`config.mk`:
```
export PLATFORM = sky130hd
export DESIGN_NAME = pcs_capture
export DESIGN_NICKNAME = d
export VERILOG_FILES = /design/src/inc/pcs_pkg.sv /design/src/pcs_capture.sv
export VERILOG_INCLUDE_DIRS = /design/src /design/src/inc
export SDC_FILE = /design/constraint.sdc
export NUM_CORES = 1
export LEC_CHECK = 0
export ABC_AREA = 1
export BUFFER_PORTS_ARGS = -buffer_cell sky130_fd_sc_hd__buf_2
export CORE_MARGIN = 3
export CORE_UTILIZATION = 40
export DETAILED_ROUTE_END_ITERATION = 10
export SLEW_MARGIN = 20
export SYNTH_ARGS = -nofsm -noshare
export SYNTH_HDL_FRONTEND = slang
export SYNTH_SLANG_ARGS = --single-unit
```
`constraint.sdc`:
```
create_clock -name clock_i -period 3 [get_ports clock_i]
set_input_delay 0.6 -clock clock_i [delete_from_list [all_inputs] [get_ports clock_i]]
set_output_delay 0.6 -clock clock_i [all_outputs]
set_load 0.01 [all_outputs]
```
`src/inc/pcs_params.svh`:
```
`ifndef PCS_PARAMS_SVH
`define PCS_PARAMS_SVH

// clock and sample timing
`define PCS_CLK_HZ          250_000_000
`define PCS_SAMPLE_HZ       8000
`define PCS_PERIOD_CYCLES   (`PCS_CLK_HZ / `PCS_SAMPLE_HZ)

// transfer channel
`define PCS_SRC_ADDR        32'h0008_9020
`define PCS_DST_ADDR        32'h0000_4000
`define PCS_XFER_COUNT      256
`define PCS_HALF_MATCH      8'h80
`define PCS_CONV_CHANNEL    4'h0

// register byte offsets
`define PCS_CTRL_OFS        12'h000
`define PCS_STAT_OFS        12'h004
`define PCS_COUNT_OFS       12'h008
`define PCS_DST_OFS         12'h00C
`define PCS_SRC_OFS         12'h010

// field positions
`define PCS_CTRL_EN_BIT     0
`define PCS_STAT_FIRST_BIT  0
`define PCS_STAT_SECOND_BIT 1

// reset values
`define PCS_CTRL_RST        32'h0000_0000

`endif

```
`src/inc/pcs_pkg.sv`:
```
`default_nettype none

package pcs_pkg;

    typedef logic [31:0] pcs_word_t;
    typedef logic [15:0] pcs_half_t;

    typedef enum logic [1:0] {
        PCS_XF_IDLE  = 2'b00,
        PCS_XF_FETCH = 2'b01,
        PCS_XF_WRITE = 2'b10
    } pcs_xfer_state_t;

endpackage : pcs_pkg

`default_nettype wire

```
`src/pcs_capture.sv`:
```
// Contract
// sample-rate timer fires a periodic trigger at 8000 Hz
// each timer trigger starts exactly one conversion
// conversions use the 12-bit converter, channel 0 only
// conversion-complete activates one transfer moving that sample
// repeat mode, 256 words, then destination restarts at buffer start
// each transfer moves one 16-bit unit
// source fixed at 0x00089020, destination from 0x00004000 incrementing
// transfer interrupt request raised after every completed transfer
// event linker gives one count event per completed conversion
// event counter signals compare match when count reaches 128
// compare-match interrupt sets first-half ready flag
// overflow interrupt sets second-half ready flag
// transfer addresses are full 32 bits
// transfer info read before each transfer; no chaining
// software starts sampling once everything is configured
// capture runs continuously with no end condition
// software consumes each half after 128 new samples
// software may pause sampling temporarily
// timer compare-match A is the conversion start request
// 8-bit event counter, no clear on match, overflows every 256
// first half is words 0-127, second half words 128-255
//
// The APB register port and the register offsets were chosen for this implementation.
`include "pcs_params.svh"
`default_nettype none

module pcs_capture #(
    parameter int unsigned PERIOD_CYCLES = `PCS_PERIOD_CYCLES
) (
    // clock and reset
    input  wire logic            clock_i,
    input  wire logic            rst_b_i,
    // apb slave
    input  wire logic            psel_i,
    input  wire logic            penable_i,
    input  wire logic            pwrite_i,
    input  wire logic [11:0]     paddr_i,
    input  wire pcs_pkg::pcs_word_t pwdata_i,
    output logic                 pready_o,
    output pcs_pkg::pcs_word_t   prdata_o,
    output logic                 pslverr_o,
    // converter
    output logic                 conv_start_o,
    output logic [3:0]           conv_chan_o,
    input  wire logic            conv_done_i,
    input  wire logic [11:0]     conv_data_i,
    // ram write port
    output logic                 mem_wr_o,
    output pcs_pkg::pcs_word_t   mem_addr_o,
    output pcs_pkg::pcs_word_t   mem_src_addr_o,
    output pcs_pkg::pcs_half_t   mem_wdata_o,
    input  wire logic            mem_ready_i,
    // interrupt requests and half-ready flags to the processor
    output logic                 xfer_irq_o,
    output logic                 half_full_match_irq_o,
    output logic                 buffer_wrap_irq_o,
    output logic                 first_half_ready_o,
    output logic                 second_half_ready_o
);
    import pcs_pkg::*;

    localparam int unsigned TW = $clog2(PERIOD_CYCLES);

    function automatic logic reg_hit(input logic [11:0] a, input logic [11:0] ofs);
        reg_hit = (a == ofs);
    endfunction : reg_hit

    logic            enable_q;
    logic [TW-1:0]   timer_q;
    logic            tick;
    logic            conv_start_q;
    pcs_xfer_state_t xf_q;
    logic [7:0]      idx_q;
    pcs_word_t       dst_base_q;
    pcs_half_t       sample_q;
    logic            mem_wr_q;
    pcs_word_t       mem_addr_q;
    logic            xfer_irq_q;
    logic            link_ev_q;
    logic [7:0]      ev_cnt_q;
    logic            match_q;
    logic            wrap_q;
    logic            first_q;
    logic            second_q;
    logic            pready_q;
    pcs_word_t       prdata_q;
    logic            pslverr_q;
    logic            acc;
    logic            wr_acc;
    logic            mapped;
    logic            xfer_done;
    logic            clr_first;
    logic            clr_second;

    // apb: one wait state, write takes effect on the completing edge
    assign acc    = psel_i && penable_i && !pready_q;
    assign wr_acc = psel_i && penable_i && pready_q && pwrite_i;
    assign mapped = reg_hit(paddr_i, `PCS_CTRL_OFS) || reg_hit(paddr_i, `PCS_STAT_OFS)
                 || reg_hit(paddr_i, `PCS_COUNT_OFS) || reg_hit(paddr_i, `PCS_DST_OFS)
                 || reg_hit(paddr_i, `PCS_SRC_OFS);

    always_ff @(posedge clock_i or negedge rst_b_i)
    begin
        if (!rst_b_i)
        begin
            pready_q  <= 1'b0;
            prdata_q  <= 32'h0000_0000;
            pslverr_q <= 1'b0;
        end
        else
        begin
            pready_q  <= acc;
            pslverr_q <= acc && !mapped;
            if (acc && !pwrite_i)
            begin
                prdata_q <= 32'h0000_0000;
                if (reg_hit(paddr_i, `PCS_CTRL_OFS))
                    prdata_q[`PCS_CTRL_EN_BIT] <= enable_q;
                if (reg_hit(paddr_i, `PCS_STAT_OFS))
                begin
                    prdata_q[`PCS_STAT_FIRST_BIT]  <= first_q;
                    prdata_q[`PCS_STAT_SECOND_BIT] <= second_q;
                end
                if (reg_hit(paddr_i, `PCS_COUNT_OFS))
                    prdata_q[15:0] <= {ev_cnt_q, idx_q};
                if (reg_hit(paddr_i, `PCS_DST_OFS))
                    prdata_q <= dst_base_q;
                if (reg_hit(paddr_i, `PCS_SRC_OFS))
                    prdata_q <= `PCS_SRC_ADDR;
            end
        end
    end

    // software start
    // pause by clearing enable
    always_ff @(posedge clock_i or negedge rst_b_i)
    begin
        if (!rst_b_i)
            enable_q <= 1'(`PCS_CTRL_RST);
        else if (wr_acc && reg_hit(paddr_i, `PCS_CTRL_OFS))
            enable_q <= pwdata_i[`PCS_CTRL_EN_BIT];
    end

    // destination base only changes while enable is clear so a transfer never splits
    always_ff @(posedge clock_i or negedge rst_b_i)
    begin
        if (!rst_b_i)
            dst_base_q <= `PCS_DST_ADDR;
        else if (wr_acc && reg_hit(paddr_i, `PCS_DST_OFS) && !enable_q)
            dst_base_q <= pwdata_i;
    end

    // period counter
    // free running while enabled
    assign tick = enable_q && (timer_q == TW'(PERIOD_CYCLES - 1));

    always_ff @(posedge clock_i or negedge rst_b_i)
    begin
        if (!rst_b_i)
            timer_q <= '0;
        else if (!enable_q || tick)
            timer_q <= '0;
        else
            timer_q <= timer_q + TW'(1);
    end

    // compare-match start request
    // one start per trigger
    // channel zero
    always_ff @(posedge clock_i or negedge rst_b_i)
    begin
        if (!rst_b_i)
            conv_start_q <= 1'b0;
        else
            conv_start_q <= tick;
    end

    // activation by conversion-complete
    // descriptor fetch every transfer
    assign xfer_done = (xf_q == PCS_XF_WRITE) && mem_ready_i;

    always_ff @(posedge clock_i or negedge rst_b_i)
    begin
        if (!rst_b_i)
        begin
            xf_q       <= PCS_XF_IDLE;
            sample_q   <= 16'h0000;
        end
        else
        begin
            unique case (xf_q)
                PCS_XF_IDLE:
                begin
                    if (conv_done_i)
                    begin
                        // one 16-bit unit
                        sample_q <= {4'h0, conv_data_i};
                        xf_q     <= PCS_XF_FETCH;
                    end
                end
                PCS_XF_FETCH:
                    xf_q <= PCS_XF_WRITE;
                PCS_XF_WRITE:
                begin
                    if (mem_ready_i)
                        xf_q <= PCS_XF_IDLE;
                end
                default:
                    xf_q <= PCS_XF_IDLE;
            endcase
        end
    end

    // fixed source, incrementing destination
    // 32-bit address
    // halves by word index
    always_ff @(posedge clock_i or negedge rst_b_i)
    begin
        if (!rst_b_i)
        begin
            mem_wr_q   <= 1'b0;
            mem_addr_q <= 32'h0000_0000;
        end
        else if (xf_q == PCS_XF_FETCH)
        begin
            mem_wr_q   <= 1'b1;
            mem_addr_q <= dst_base_q + {23'h0, idx_q, 1'b0};
        end
        else if (xfer_done)
            mem_wr_q <= 1'b0;
    end

    // repeat wraps after 256
    always_ff @(posedge clock_i or negedge rst_b_i)
    begin
        if (!rst_b_i)
            idx_q <= 8'h00;
        else if (xfer_done)
            idx_q <= idx_q + 8'h01;
    end

    // interrupt per transfer
    always_ff @(posedge clock_i or negedge rst_b_i)
    begin
        if (!rst_b_i)
            xfer_irq_q <= 1'b0;
        else
            xfer_irq_q <= xfer_done;
    end

    // event linker stage
    always_ff @(posedge clock_i or negedge rst_b_i)
    begin
        if (!rst_b_i)
            link_ev_q <= 1'b0;
        else
            link_ev_q <= conv_done_i;
    end

    // eight bits, no clear on match
    always_ff @(posedge clock_i or negedge rst_b_i)
    begin
        if (!rst_b_i)
            ev_cnt_q <= 8'h00;
        else if (link_ev_q)
            ev_cnt_q <= ev_cnt_q + 8'h01;
    end

    // compare match at 128
    always_ff @(posedge clock_i or negedge rst_b_i)
    begin
        if (!rst_b_i)
        begin
            match_q <= 1'b0;
            wrap_q  <= 1'b0;
        end
        else
        begin
            match_q <= link_ev_q && (ev_cnt_q == `PCS_HALF_MATCH - 8'h01);
            wrap_q  <= link_ev_q && (ev_cnt_q == 8'hFF);
        end
    end

    // status is write-one-to-clear; a set in the same cycle wins
    assign clr_first  = wr_acc && reg_hit(paddr_i, `PCS_STAT_OFS)
                     && pwdata_i[`PCS_STAT_FIRST_BIT];
    assign clr_second = wr_acc && reg_hit(paddr_i, `PCS_STAT_OFS)
                     && pwdata_i[`PCS_STAT_SECOND_BIT];

    // first half ready
    // second half ready
    // flags held until software clears
    always_ff @(posedge clock_i or negedge rst_b_i)
    begin
        if (!rst_b_i)
        begin
            first_q  <= 1'b0;
            second_q <= 1'b0;
        end
        else
        begin
            first_q  <= match_q || (first_q && !clr_first);
            second_q <= wrap_q || (second_q && !clr_second);
        end
    end

    assign pready_o              = pready_q;
    assign prdata_o              = prdata_q;
    assign pslverr_o             = pslverr_q;
    assign conv_start_o          = conv_start_q;
    assign conv_chan_o           = `PCS_CONV_CHANNEL;
    assign mem_wr_o              = mem_wr_q;
    assign mem_addr_o            = mem_addr_q;
    assign mem_src_addr_o        = `PCS_SRC_ADDR;
    assign mem_wdata_o           = sample_q;
    assign xfer_irq_o            = xfer_irq_q;
    assign half_full_match_irq_o = match_q;
    assign buffer_wrap_irq_o     = wrap_q;
    assign first_half_ready_o    = first_q;
    assign second_half_ready_o   = second_q;
endmodule : pcs_capture

`default_nettype wire

```
==> impl_metrics.json, run 1 <==
{
  "hold_viol": 0,
  "clk_latency_ns": 0.43,
  "dieHeight_um": 147,
  "synthArstFlopShare_pct": 100,
  "leakagePower_nw": 5.20,
  "synthXorXnorAreaFrac_pct": 2.87,
  "drt-total-wl_mm": 20.9,
  "worstSetupEndpointType": "register",
  "vias_per_cell": 4.72,
  "hpwl_mm": 15.5,
  "die-area_mm2": 0.0215,
  "cp_cell_sequence": "ha_1, fa_1, nand3_1, nand3_1, nand2_1, nand3_1, or2_2, nand3_1, nand2_1",
  "synth_area_leaders": "dfrtp_1, nand2_1, nand3_1",
  "fin_crit_ns": 2.20,
  "grt_pass1_vias": 6613,
  "required_ns": 3.32,
  "crit_cells": 9,
  "critical_path_class": "register to register",
  "cts_tree": "yes",
  "outcome": "complete, no violations",
  "clockBufferDepth": 2,
  "finalNetCount": 1225,
  "start_util_pct": 41.5,
  "wl_per_cell_um": 14.7,
  "core_mm2": 0.0191,
  "yosys_warnings": 0,
  "postCtsResizedCells": 0,
  "synth.area.mux_share_pct": 0.142,
  "drt_iter0_drc": 447,
  "crit_top_cell": "nand3_1",
  "synth.top_cell.area_share_pct": 47.7,
  "io_buffers": 147,
  "synth_compound_area_share_pct": 3.65,
  "tns_ns": 0,
  "io-pin-count": 188,
  "drc": 0,
  "rsz0062_at_grt": "false",
  "clk_pin_slew_ns": 0.07,
  "dieWidth_um": 147,
  "synth_common_cells": "nand2_1, dfrtp_1, nand3_1",
  "yosysUniqueCellTypes": 45,
  "vias": 6714,
  "max_stage_delay_ns": 0.43,
  "synth_edf_count": 0,
  "clock-sinks": 152,
  "drv_cap": 0,
  "crit_family": "simple AND/OR/NAND/NOR gates",
  "h-tree-depth": 4,
  "synthCells": 1003,
  "gr-total-overflow": 0,
  "grt_usage_pct": 20.0,
  "place_congestion": 0.869,
  "synth_ff_type": "dfrtp_1",
  "crit_buf_inv": 0,
  "synth_top_family_by_area": "simple AND/OR/NAND/NOR gates",
  "slew_headroom_pct": 48.2,
  "finalSetupViolations": 0,
  "synth.cell_area_mm2": 0.00792,
  "worst_pin_slew_ns": 0.776,
  "ys_seq_area_share_pct": 48.0,
  "dr.pass1.iters": 6,
  "startpoint_type": "register",
  "cts_root_buffer": "clkbuf_16",
  "syn_avg_cell_area_um2": 7.90,
  "drv_slew": 0,
  "cts_hold_buf": 0,
  "ant_nets": 0,
  "diodes": 0,
  "fin_skew_ns": 0.0110,
  "crit_path_top_delay_cell": "fa_1",
  "yosys.area_share.simple_pct": 33.1,
  "min_path_type": "input port to asynchronous set/reset pin",
  "r2r_cells": 9,
  "rows": 50,
  "yosysTopAreaCell": "dfrtp_1",
  "post-route-period-util_pct": 73.4,
  "synthAdderAreaFrac_pct": 2.15,
  "cts_made_buffers": 17,
  "grt_pass1_wl_mm": 34.5,
  "synth_seq_cells": 152,
  "vdd_drop_max_mv": 0.325,
  "hold_ws_ns": 0.143,
  "design_area_mm2": 0.00934,
  "area_growth_pct": 17.9,
  "power.density_mw_per_mm2": 612,
  "nFillCells": 1895,
  "antenna_found_initial": 0,
  "arrival_ns": 2.52,
  "worstPathMaxFanout": 6,
  "placed_area_mm2": 0.00877,
  "grt_max_degree": 62,
  "yosysMostFrequentCell": "nand2_1",
  "max_freq_mhz": 454,
  "drive_above_1_share_pct": 19.4,
  "post-cts-setup-buffers": 0
}
-- placed cells by master (no fill, tap or decap), types with 3 or more instances in the layout --
cell type	netlist	layout
nand2_1	384	384
dfrtp_1	151	151
buf_2	7	146
nand3_1	99	99
inv_1	82	82
nor2_1	74	73
conb_1	2	40
o21ai_0	18	18
xor2_1	17	17
clkbuf_16	0	17
nor3_1	13	13
a21oi_1	12	12
ha_1	12	12
nand4_1	11	11
o21ai_2	10	10
xnor2_1	9	9
nor2_2	5	6
inv_8	0	6
inv_6	0	5
or2_2	4	4
buf_4	44	4
inv_2	3	3
nand2_4	3	3
nor2_8	3	3
buf_12	0	3
-- layout make-up --
type | count | area [µm²] | area share (%)
clock buffer | 17 | 425 | 4.55
clock inverter | 15 | 150 | 1.61
inverter | 87 | 330 | 3.54
multi-input combinational | 737 | 3480 | 37.2
sequential | 152 | 3800 | 40.7
tap | 260 | 325 | 3.48
timing repair buffer | 154 | 832 | 8.90
-- logic make-up after synthesis --
kind of cell / Yosys count
AND/OR/NAND/NOR: 610
flip-flops: 152
buffers and inverters: 152
AO/OA/AOI/OAI: 47
XOR/XNOR: 26
adder cells (fa/ha/maj): 13
other: 2
multiplexers: 1
-- state kept, by name, indices dropped and copies added (netlist names), 2 cells and up --
name	flops
mem_addr_o	32
mem_wdata_o	12
ev_cnt_q	8
xf_q	2
timer_q	15
dst_base_q	32
idx_q	8
prdata_o	32
-- metal layers --
metal / GRT usage [%] / vias to the layer above / wire length [µm]
met5: 0 / - / 0
met4: 6.02 / 0 / 309
met3: 4.53 / 27 / 1160
met2: 30.1 / 188 / 9210
met1: 28.9 / 3123 / 10200
li1: - / 3376 / -
-- where the power goes --
part	switching (W)	internal [W]	leakage [nW]	total [W]
registers	0.000237	0.00232	2.01	0.00256
logic	0.000660	0.000391	2.90	0.00105
clock network	0.000993	0.00111	0.287	0.00211
total	0.00189	0.00383	5.20	0.00572
-- path summary, 6_finish.rpt --
kind                                        start                   to  slack (ns)
worst min-delay path                      rst_b_i          timer_q[10]        0.14
worst max register to register           idx_q[0]        mem_addr_o[9]        0.80
worst min register to register  buffer_wrap_irq_o  second_half_ready_o        0.47
worst max-delay path                     idx_q[0]        mem_addr_o[9]        0.80
max in group asynchronous                 rst_b_i       dst_base_q[14]        2.09
min in group clock_i                  conv_done_i            link_ev_q        0.29
-- metrics by stage --
| stage | setup WS (ns) | utilization, % | power [W] | instances |
|---|---|---|---|---|
| floorplan | 1.04 | - | 0.00323 | 1041 |
| global placement | 0.899 | 46.0 | 0.00365 | 1390 |
| detailed placement | 0.812 | 46.0 | 0.00366 | 1390 |
| CTS | 0.811 | 49.0 | 0.00579 | 1422 |
| global route | 0.646 | 49.0 | 0.00606 | 1422 |
| finish | 0.799 | 49.0 | 0.00572 | 1422 |
Power figures use the tool's default switching activity.
==> run 2: changes to the inputs <==
==> constraint.sdc (replaced) <==
create_clock -name clock_i -period 2.3 [get_ports clock_i]
set_input_delay 0.46 -clock clock_i [delete_from_list [all_inputs] [get_ports clock_i]]
set_output_delay 0.46 -clock clock_i [all_outputs]
set_load 0.01 [all_outputs]
==> run 2 against run 1 <==
Global-route usage about the same. Critical path type unchanged. Critical endpoint is now mem_addr_o[13]. Die area unchanged. Largest cell class unchanged. Cell count increased by 0.28%. Via count increased by 0.73%.
==> impl_metrics.json, run 2 (same netlist as run 1, synthesis figures left out) <==
{
  "clockBufferDepth": 2,
  "critical_path_class": "register to register",
  "p_seq_share_pct": 44.6,
  "die-area_mm2": 0.0215,
  "nFillCells": 1918,
  "final_common_cell": "nand2_1",
  "tns_ns": 0,
  "mostFrequentLayoutCells": "nand2_1, dfrtp_1, buf_2, nand3_1, inv_1",
  "drt-total-wl_mm": 21.0,
  "io-pin-count": 188,
  "diodes": 0,
  "outcome": "complete, no violations",
  "post-route-period-util_pct": 92.4,
  "hpwl_mm": 15.6,
  "h-tree-depth": 4,
  "rows": 50,
  "hold_end": "link_ev_q",
  "rrSetupSlack_ns": 0.18,
  "max_freq_mhz": 471,
  "drc": 0,
  "reg2reg_from": "idx_q[0]",
  "min_from": "conv_done_i",
  "arrival_ns": 2.45,
  "fin_skew_ns": 0.0120,
  "power.density_mw_per_mm2": 799,
  "antenna_found_initial": 0,
  "pwr-share-clk_pct": 37.2,
  "vias_per_cell": 4.74,
  "ant_nets": 0,
  "switching_power_w": 0.00242,
  "core_mm2": 0.0191,
  "cts_hold_buf": 1,
  "cts_root_buffer": "clkbuf_16",
  "internal_power_w": 0.00508,
  "worstSetupEndpointType": "register",
  "worstPathMaxFanout": 10,
  "r2r_cells": 9,
  "drt_iter0_drc": 461,
  "start_util_pct": 41.5,
  "switching_share_pct": 32.3,
  "slew_headroom_pct": 66.8,
  "finalSetupViolations": 0,
  "min_path_type": "input port to register",
  "startpoint_type": "register",
  "cts_tree": "yes",
  "vdd_drop_max_mv": 0.553,
  "hold_viol": 0,
  "place_congestion": 0.883,
  "rsz0062_at_grt": "false",
  "finalNetCount": 1229,
  "area_growth_pct": 18.4,
  "post-cts-setup-buffers": 0,
  "postCtsResizedCells": 0,
  "drive_above_1_share_pct": 19.6,
  "required_ns": 2.62,
  "cts_made_buffers": 17,
  "grt_usage_pct": 19.9,
  "io_buffers": 147,
  "worst_pin_slew_ns": 0.491,
  "fin_crit_ns": 2.12,
  "dr.pass1.iters": 5,
  "grt_pass1_vias": 6539,
  "grt_pass1_wl_mm": 34.2,
  "clk_pin_slew_ns": 0.07,
  "gr-total-overflow": 0,
  "wl_per_cell_um": 14.7,
  "p_comb_share_pct": 18.3,
  "dieHeight_um": 147,
  "clock-sinks": 152,
  "grt_max_degree": 50,
  "leakagePower_nw": 5.21,
  "drv_slew": 0,
  "vias": 6763,
  "dieWidth_um": 147,
  "clk_latency_ns": 0.43,
  "drv_cap": 0,
  "total_power_w": 0.00750,
  "worst_r2r_endpoint": "mem_addr_o[13]",
  "hold_depth": 1
}
==> run 2: changes by cell type in the layout (fill, tap and decap cells not counted) <==
cell,delta
inv_8,-3
buf_4,+3
bufinv_16,+1
clkinv_4,-1
clkinv_8,-1
inv_6,+2
clkinvlp_4,+2
dlygate4sd3_1,+1
==> run 2: worst max-delay path, cell delays in order (launching register included) <==
cell and delay, ns:
dfrtp_1 0.42, ha_1 0.24, fa_1 0.43, nand3_1 0.11, nand3_1 0.15, nand3_1 0.12, nand2_2 0.14, or2_2 0.30
nand3_1 0.07, nand2_1 0.05
==> run 2: final cells by class <==
cell class | count | area (µm²) | share of cell area [%]
flip-flops and latches | 152 | 3800 | 40.6
clock inverters | 15 | 154 | 1.64
multi-input cells | 737 | 3480 | 37.1
clock buffers | 17 | 425 | 4.54
inverters | 87 | 330 | 3.52
repair buffers | 158 | 865 | 9.22
well taps | 260 | 325 | 3.47
==> run 2: power by group through the flow <==
| stage | sequential [W] | combinational [W] | clock, W |
|---|---|---|---|
| 5_1_grt | 0.00341 | 0.00157 | 0.00297 |
| 3_3_place_gp | 0.00338 | 0.00136 | 0 |
| 6_report | 0.00334 | 0.00137 | 0.00278 |
| 4_1_cts | 0.00334 | 0.00140 | 0.00284 |
| 3_5_place_dp | 0.00338 | 0.00140 | 0 |
| 2_1_floorplan | 0.00342 | 0.000798 | 0 |
==> run 2: through the flow <==
stage	hold WS, ns	std cells	cell area [µm²]	utilization (%)	worst slack [ns]
3_5_place_dp	0.398	1393	8790	46.1	0.173
2_1_floorplan	0.164	1041	8070	-	0.335
3_3_place_gp	0.399	1393	8790	46.1	0.210
6_report	0.143	1426	9380	49.2	0.176
5_1_grt	0.123	1426	9380	49.2	0.0388
4_1_cts	0.128	1426	9380	49.2	0.173
==> run 2: worst max path at each step <==
stage               startpoint              to  slack (ns)  cells after the start
floorplan             idx_q[0]   mem_addr_o[9]        0.34                      9
global placement      idx_q[0]  mem_addr_o[13]        0.21                      9
detailed placement    idx_q[0]  mem_addr_o[13]        0.17                      9
CTS                   idx_q[0]  mem_addr_o[13]        0.17                      9
global route          idx_q[0]  mem_addr_o[13]        0.04                      9
finish                idx_q[0]  mem_addr_o[13]        0.18                      9
==> run 2: metal layers <==
metal / track usage, % / share of wire (%) / vias to the layer above
met2: 29.9 / 44 / 185
met1: 29.1 / 49 / 3171
li1: - / - / 3379
met4: 6.44 / 1.9 / 0
met3: 3.98 / 5.4 / 28
met5: 0 / 0 / -
==> run 3: changes to the inputs <==
--- a/config.mk
+++ b/config.mk
@@ -9,8 +9,9 @@
 export ABC_AREA = 1
 export BUFFER_PORTS_ARGS = -buffer_cell sky130_fd_sc_hd__buf_2
 export CORE_MARGIN = 3
-export CORE_UTILIZATION = 40
+export CORE_UTILIZATION = 54
 export DETAILED_ROUTE_END_ITERATION = 10
+export PLACE_DENSITY = 0.8
 export SLEW_MARGIN = 20
 export SYNTH_ARGS = -nofsm -noshare
 export SYNTH_HDL_FRONTEND = slang
==> run 3 against run 2 <==
Sequential power hardly changed. Critical path depth stayed put. Via count grew 3.4%. Non-clock buffer count shrank 2. Critical path type unchanged.
==> impl_metrics.json, run 3 (same netlist as run 1, synthesis figures left out) <==
{
  "grt_max_degree": 59,
  "fin_crit_ns": 2.14,
  "hpwl_mm": 14.6,
  "place_congestion": 0.921,
  "area_growth_pct": 17.4,
  "gr-usage-met1_pct": 34.6,
  "pwr-share-clk_pct": 38.5,
  "placed_area_mm2": 0.00867,
  "diodes": 0,
  "cts_root_buffer": "clkbuf_16",
  "fin_skew_ns": 0.0109,
  "required_ns": 2.62,
  "post-route-period-util_pct": 93.2,
  "grt.met3_usage_pct": 6.23,
  "drv_slew": 0,
  "drt_iter0_drc": 512,
  "slew_headroom_pct": 62.2,
  "leakagePower_nw": 5.23,
  "p_comb_share_pct": 17.8,
  "cts_hold_buf": 0,
  "worstPathMaxFanout": 10,
  "dieHeight_um": 127,
  "drc": 0,
  "vdd_drop_max_mv": 0.746,
  "vias_per_cell": 5.20,
  "worst_pin_slew_ns": 0.566,
  "drt-total-wl_mm": 20.1,
  "r2r_cells": 9,
  "clk_latency_ns": 0.42,
  "h-tree-depth": 4,
  "vias": 6992,
  "drv_cap": 0,
  "io_buffers": 147,
  "finalNetCount": 1227,
  "gr-total-overflow": 0,
  "switching_power_w": 0.00237,
  "internal_power_w": 0.00530,
  "critical_path_class": "register to register",
  "design_area_mm2": 0.00930,
  "grt_usage_pct": 25.3,
  "max_freq_mhz": 467,
  "clockBufferDepth": 2,
  "startpoint_type": "register",
  "final_core_util_pct": 66.0,
  "cts_made_buffers": 17,
  "hold_viol": 0,
  "wl_per_cell_um": 15.0,
  "rsz0062_at_grt": "false",
  "die-area_mm2": 0.0162,
  "top_usage_layer": "met2",
  "core_mm2": 0.0141,
  "cts_tree": "yes",
  "io-pin-count": 188,
  "outcome": "complete, no violations",
  "met2_usage_pct": 40.2,
  "rows": 43,
  "switching_share_pct": 31.0,
  "final_common_cell": "nand2_1",
  "arrival_ns": 2.46,
  "clk_pin_slew_ns": 0.06,
  "p_seq_share_pct": 43.7,
  "ant_nets": 0,
  "dr.pass1.iters": 5,
  "antenna_found_initial": 0,
  "mostFrequentLayoutCells": "nand2_1, dfrtp_1, buf_2, nand3_1, inv_1",
  "setup_ws_ns": 0.157,
  "tns_ns": 0,
  "grt_pass1_wl_mm": 32.7,
  "start_util_pct": 56.2,
  "power.density_mw_per_mm2": 824,
  "pre_cts_ws_ns": 0.128,
  "dieWidth_um": 127,
  "grt_pass1_vias": 6762,
  "nFillCells": 1205,
  "clock-sinks": 152,
  "min_path_type": "input port to asynchronous set/reset pin",
  "drive_above_1_share_pct": 19.7,
  "worstSetupEndpointType": "register",
  "finalSetupViolations": 0
}
==> run 3: worst paths after layout <==
path / start / endpoint / slack (ns)
min in group clock_i: conv_done_i / link_ev_q / 0.15
hold reg to reg: ev_cnt_q[7] / half_full_match_irq_o / 0.46
setup / recovery: idx_q[0] / mem_addr_o[13] / 0.16
setup reg to reg: idx_q[0] / mem_addr_o[13] / 0.16
hold / removal: rst_b_i / prdata_o[26] / 0.01
max in group asynchronous: rst_b_i / prdata_o[17] / 1.61
==> run 3: power groups by stage <==
| stage | Combinational, W | Sequential [W] | Clock, W |
|---|---|---|---|
| after floorplan | 0.000798 | 0.00342 | 0 |
| after global placement | 0.00132 | 0.00337 | 0 |
| after detailed placement | 0.00136 | 0.00337 | 0 |
| after CTS | 0.00138 | 0.00334 | 0.00297 |
| after global routing | 0.00154 | 0.00340 | 0.00311 |
| final | 0.00137 | 0.00335 | 0.00295 |
==> run 3: repair_timing <==
action | in CTS | in global routing
resized for setup | 0 | 1
buffers inserted | 0 | 0
setup endpoints to repair | 0 | 1
endpoints found under the hold margin | 0 | 0
==> run 3: worst max-delay path: stages, from the launching register on <==
cell and delay, ns:
dfrtp_1 0.42, ha_1 0.24, fa_1 0.43, nand3_1 0.11, nand3_1 0.16, nand3_1 0.13, nand2_2 0.14, or2_2 0.30
nand3_1 0.07, nand2_1 0.05
==> run 3: per-layer routing <==
| metal | vias to the layer above | wire [µm] |
|---|---|---|
| li1 | 3377 | - |
| met1 | 3315 | 8770 |
| met2 | 271 | 9490 |
| met3 | 29 | 1520 |
| met4 | 0 | 332 |
| met5 | - | 0 |
==> run 3: per-stage QoR <==
stage	total power (W)	cells	hold WS, ns
after floorplan	0.00422	1041	0.164
after global placement	0.00469	1312	0.438
after detailed placement	0.00473	1312	0.446
after CTS	0.00769	1344	0.0309
after global routing	0.00805	1344	0.0478
final	0.00767	1344	0.0103
==> run 3: area by class of cell <==
class	instances	area, µm²	share of cell area (%)
Sequential cell	152	3800	40.9
Multi-Input combinational cell	737	3480	37.4
Timing Repair Buffer	156	835	8.97
Clock buffer	18	439	4.72
Inverter	87	330	3.55
Tap cell	180	225	2.42
Clock inverter	14	188	2.02
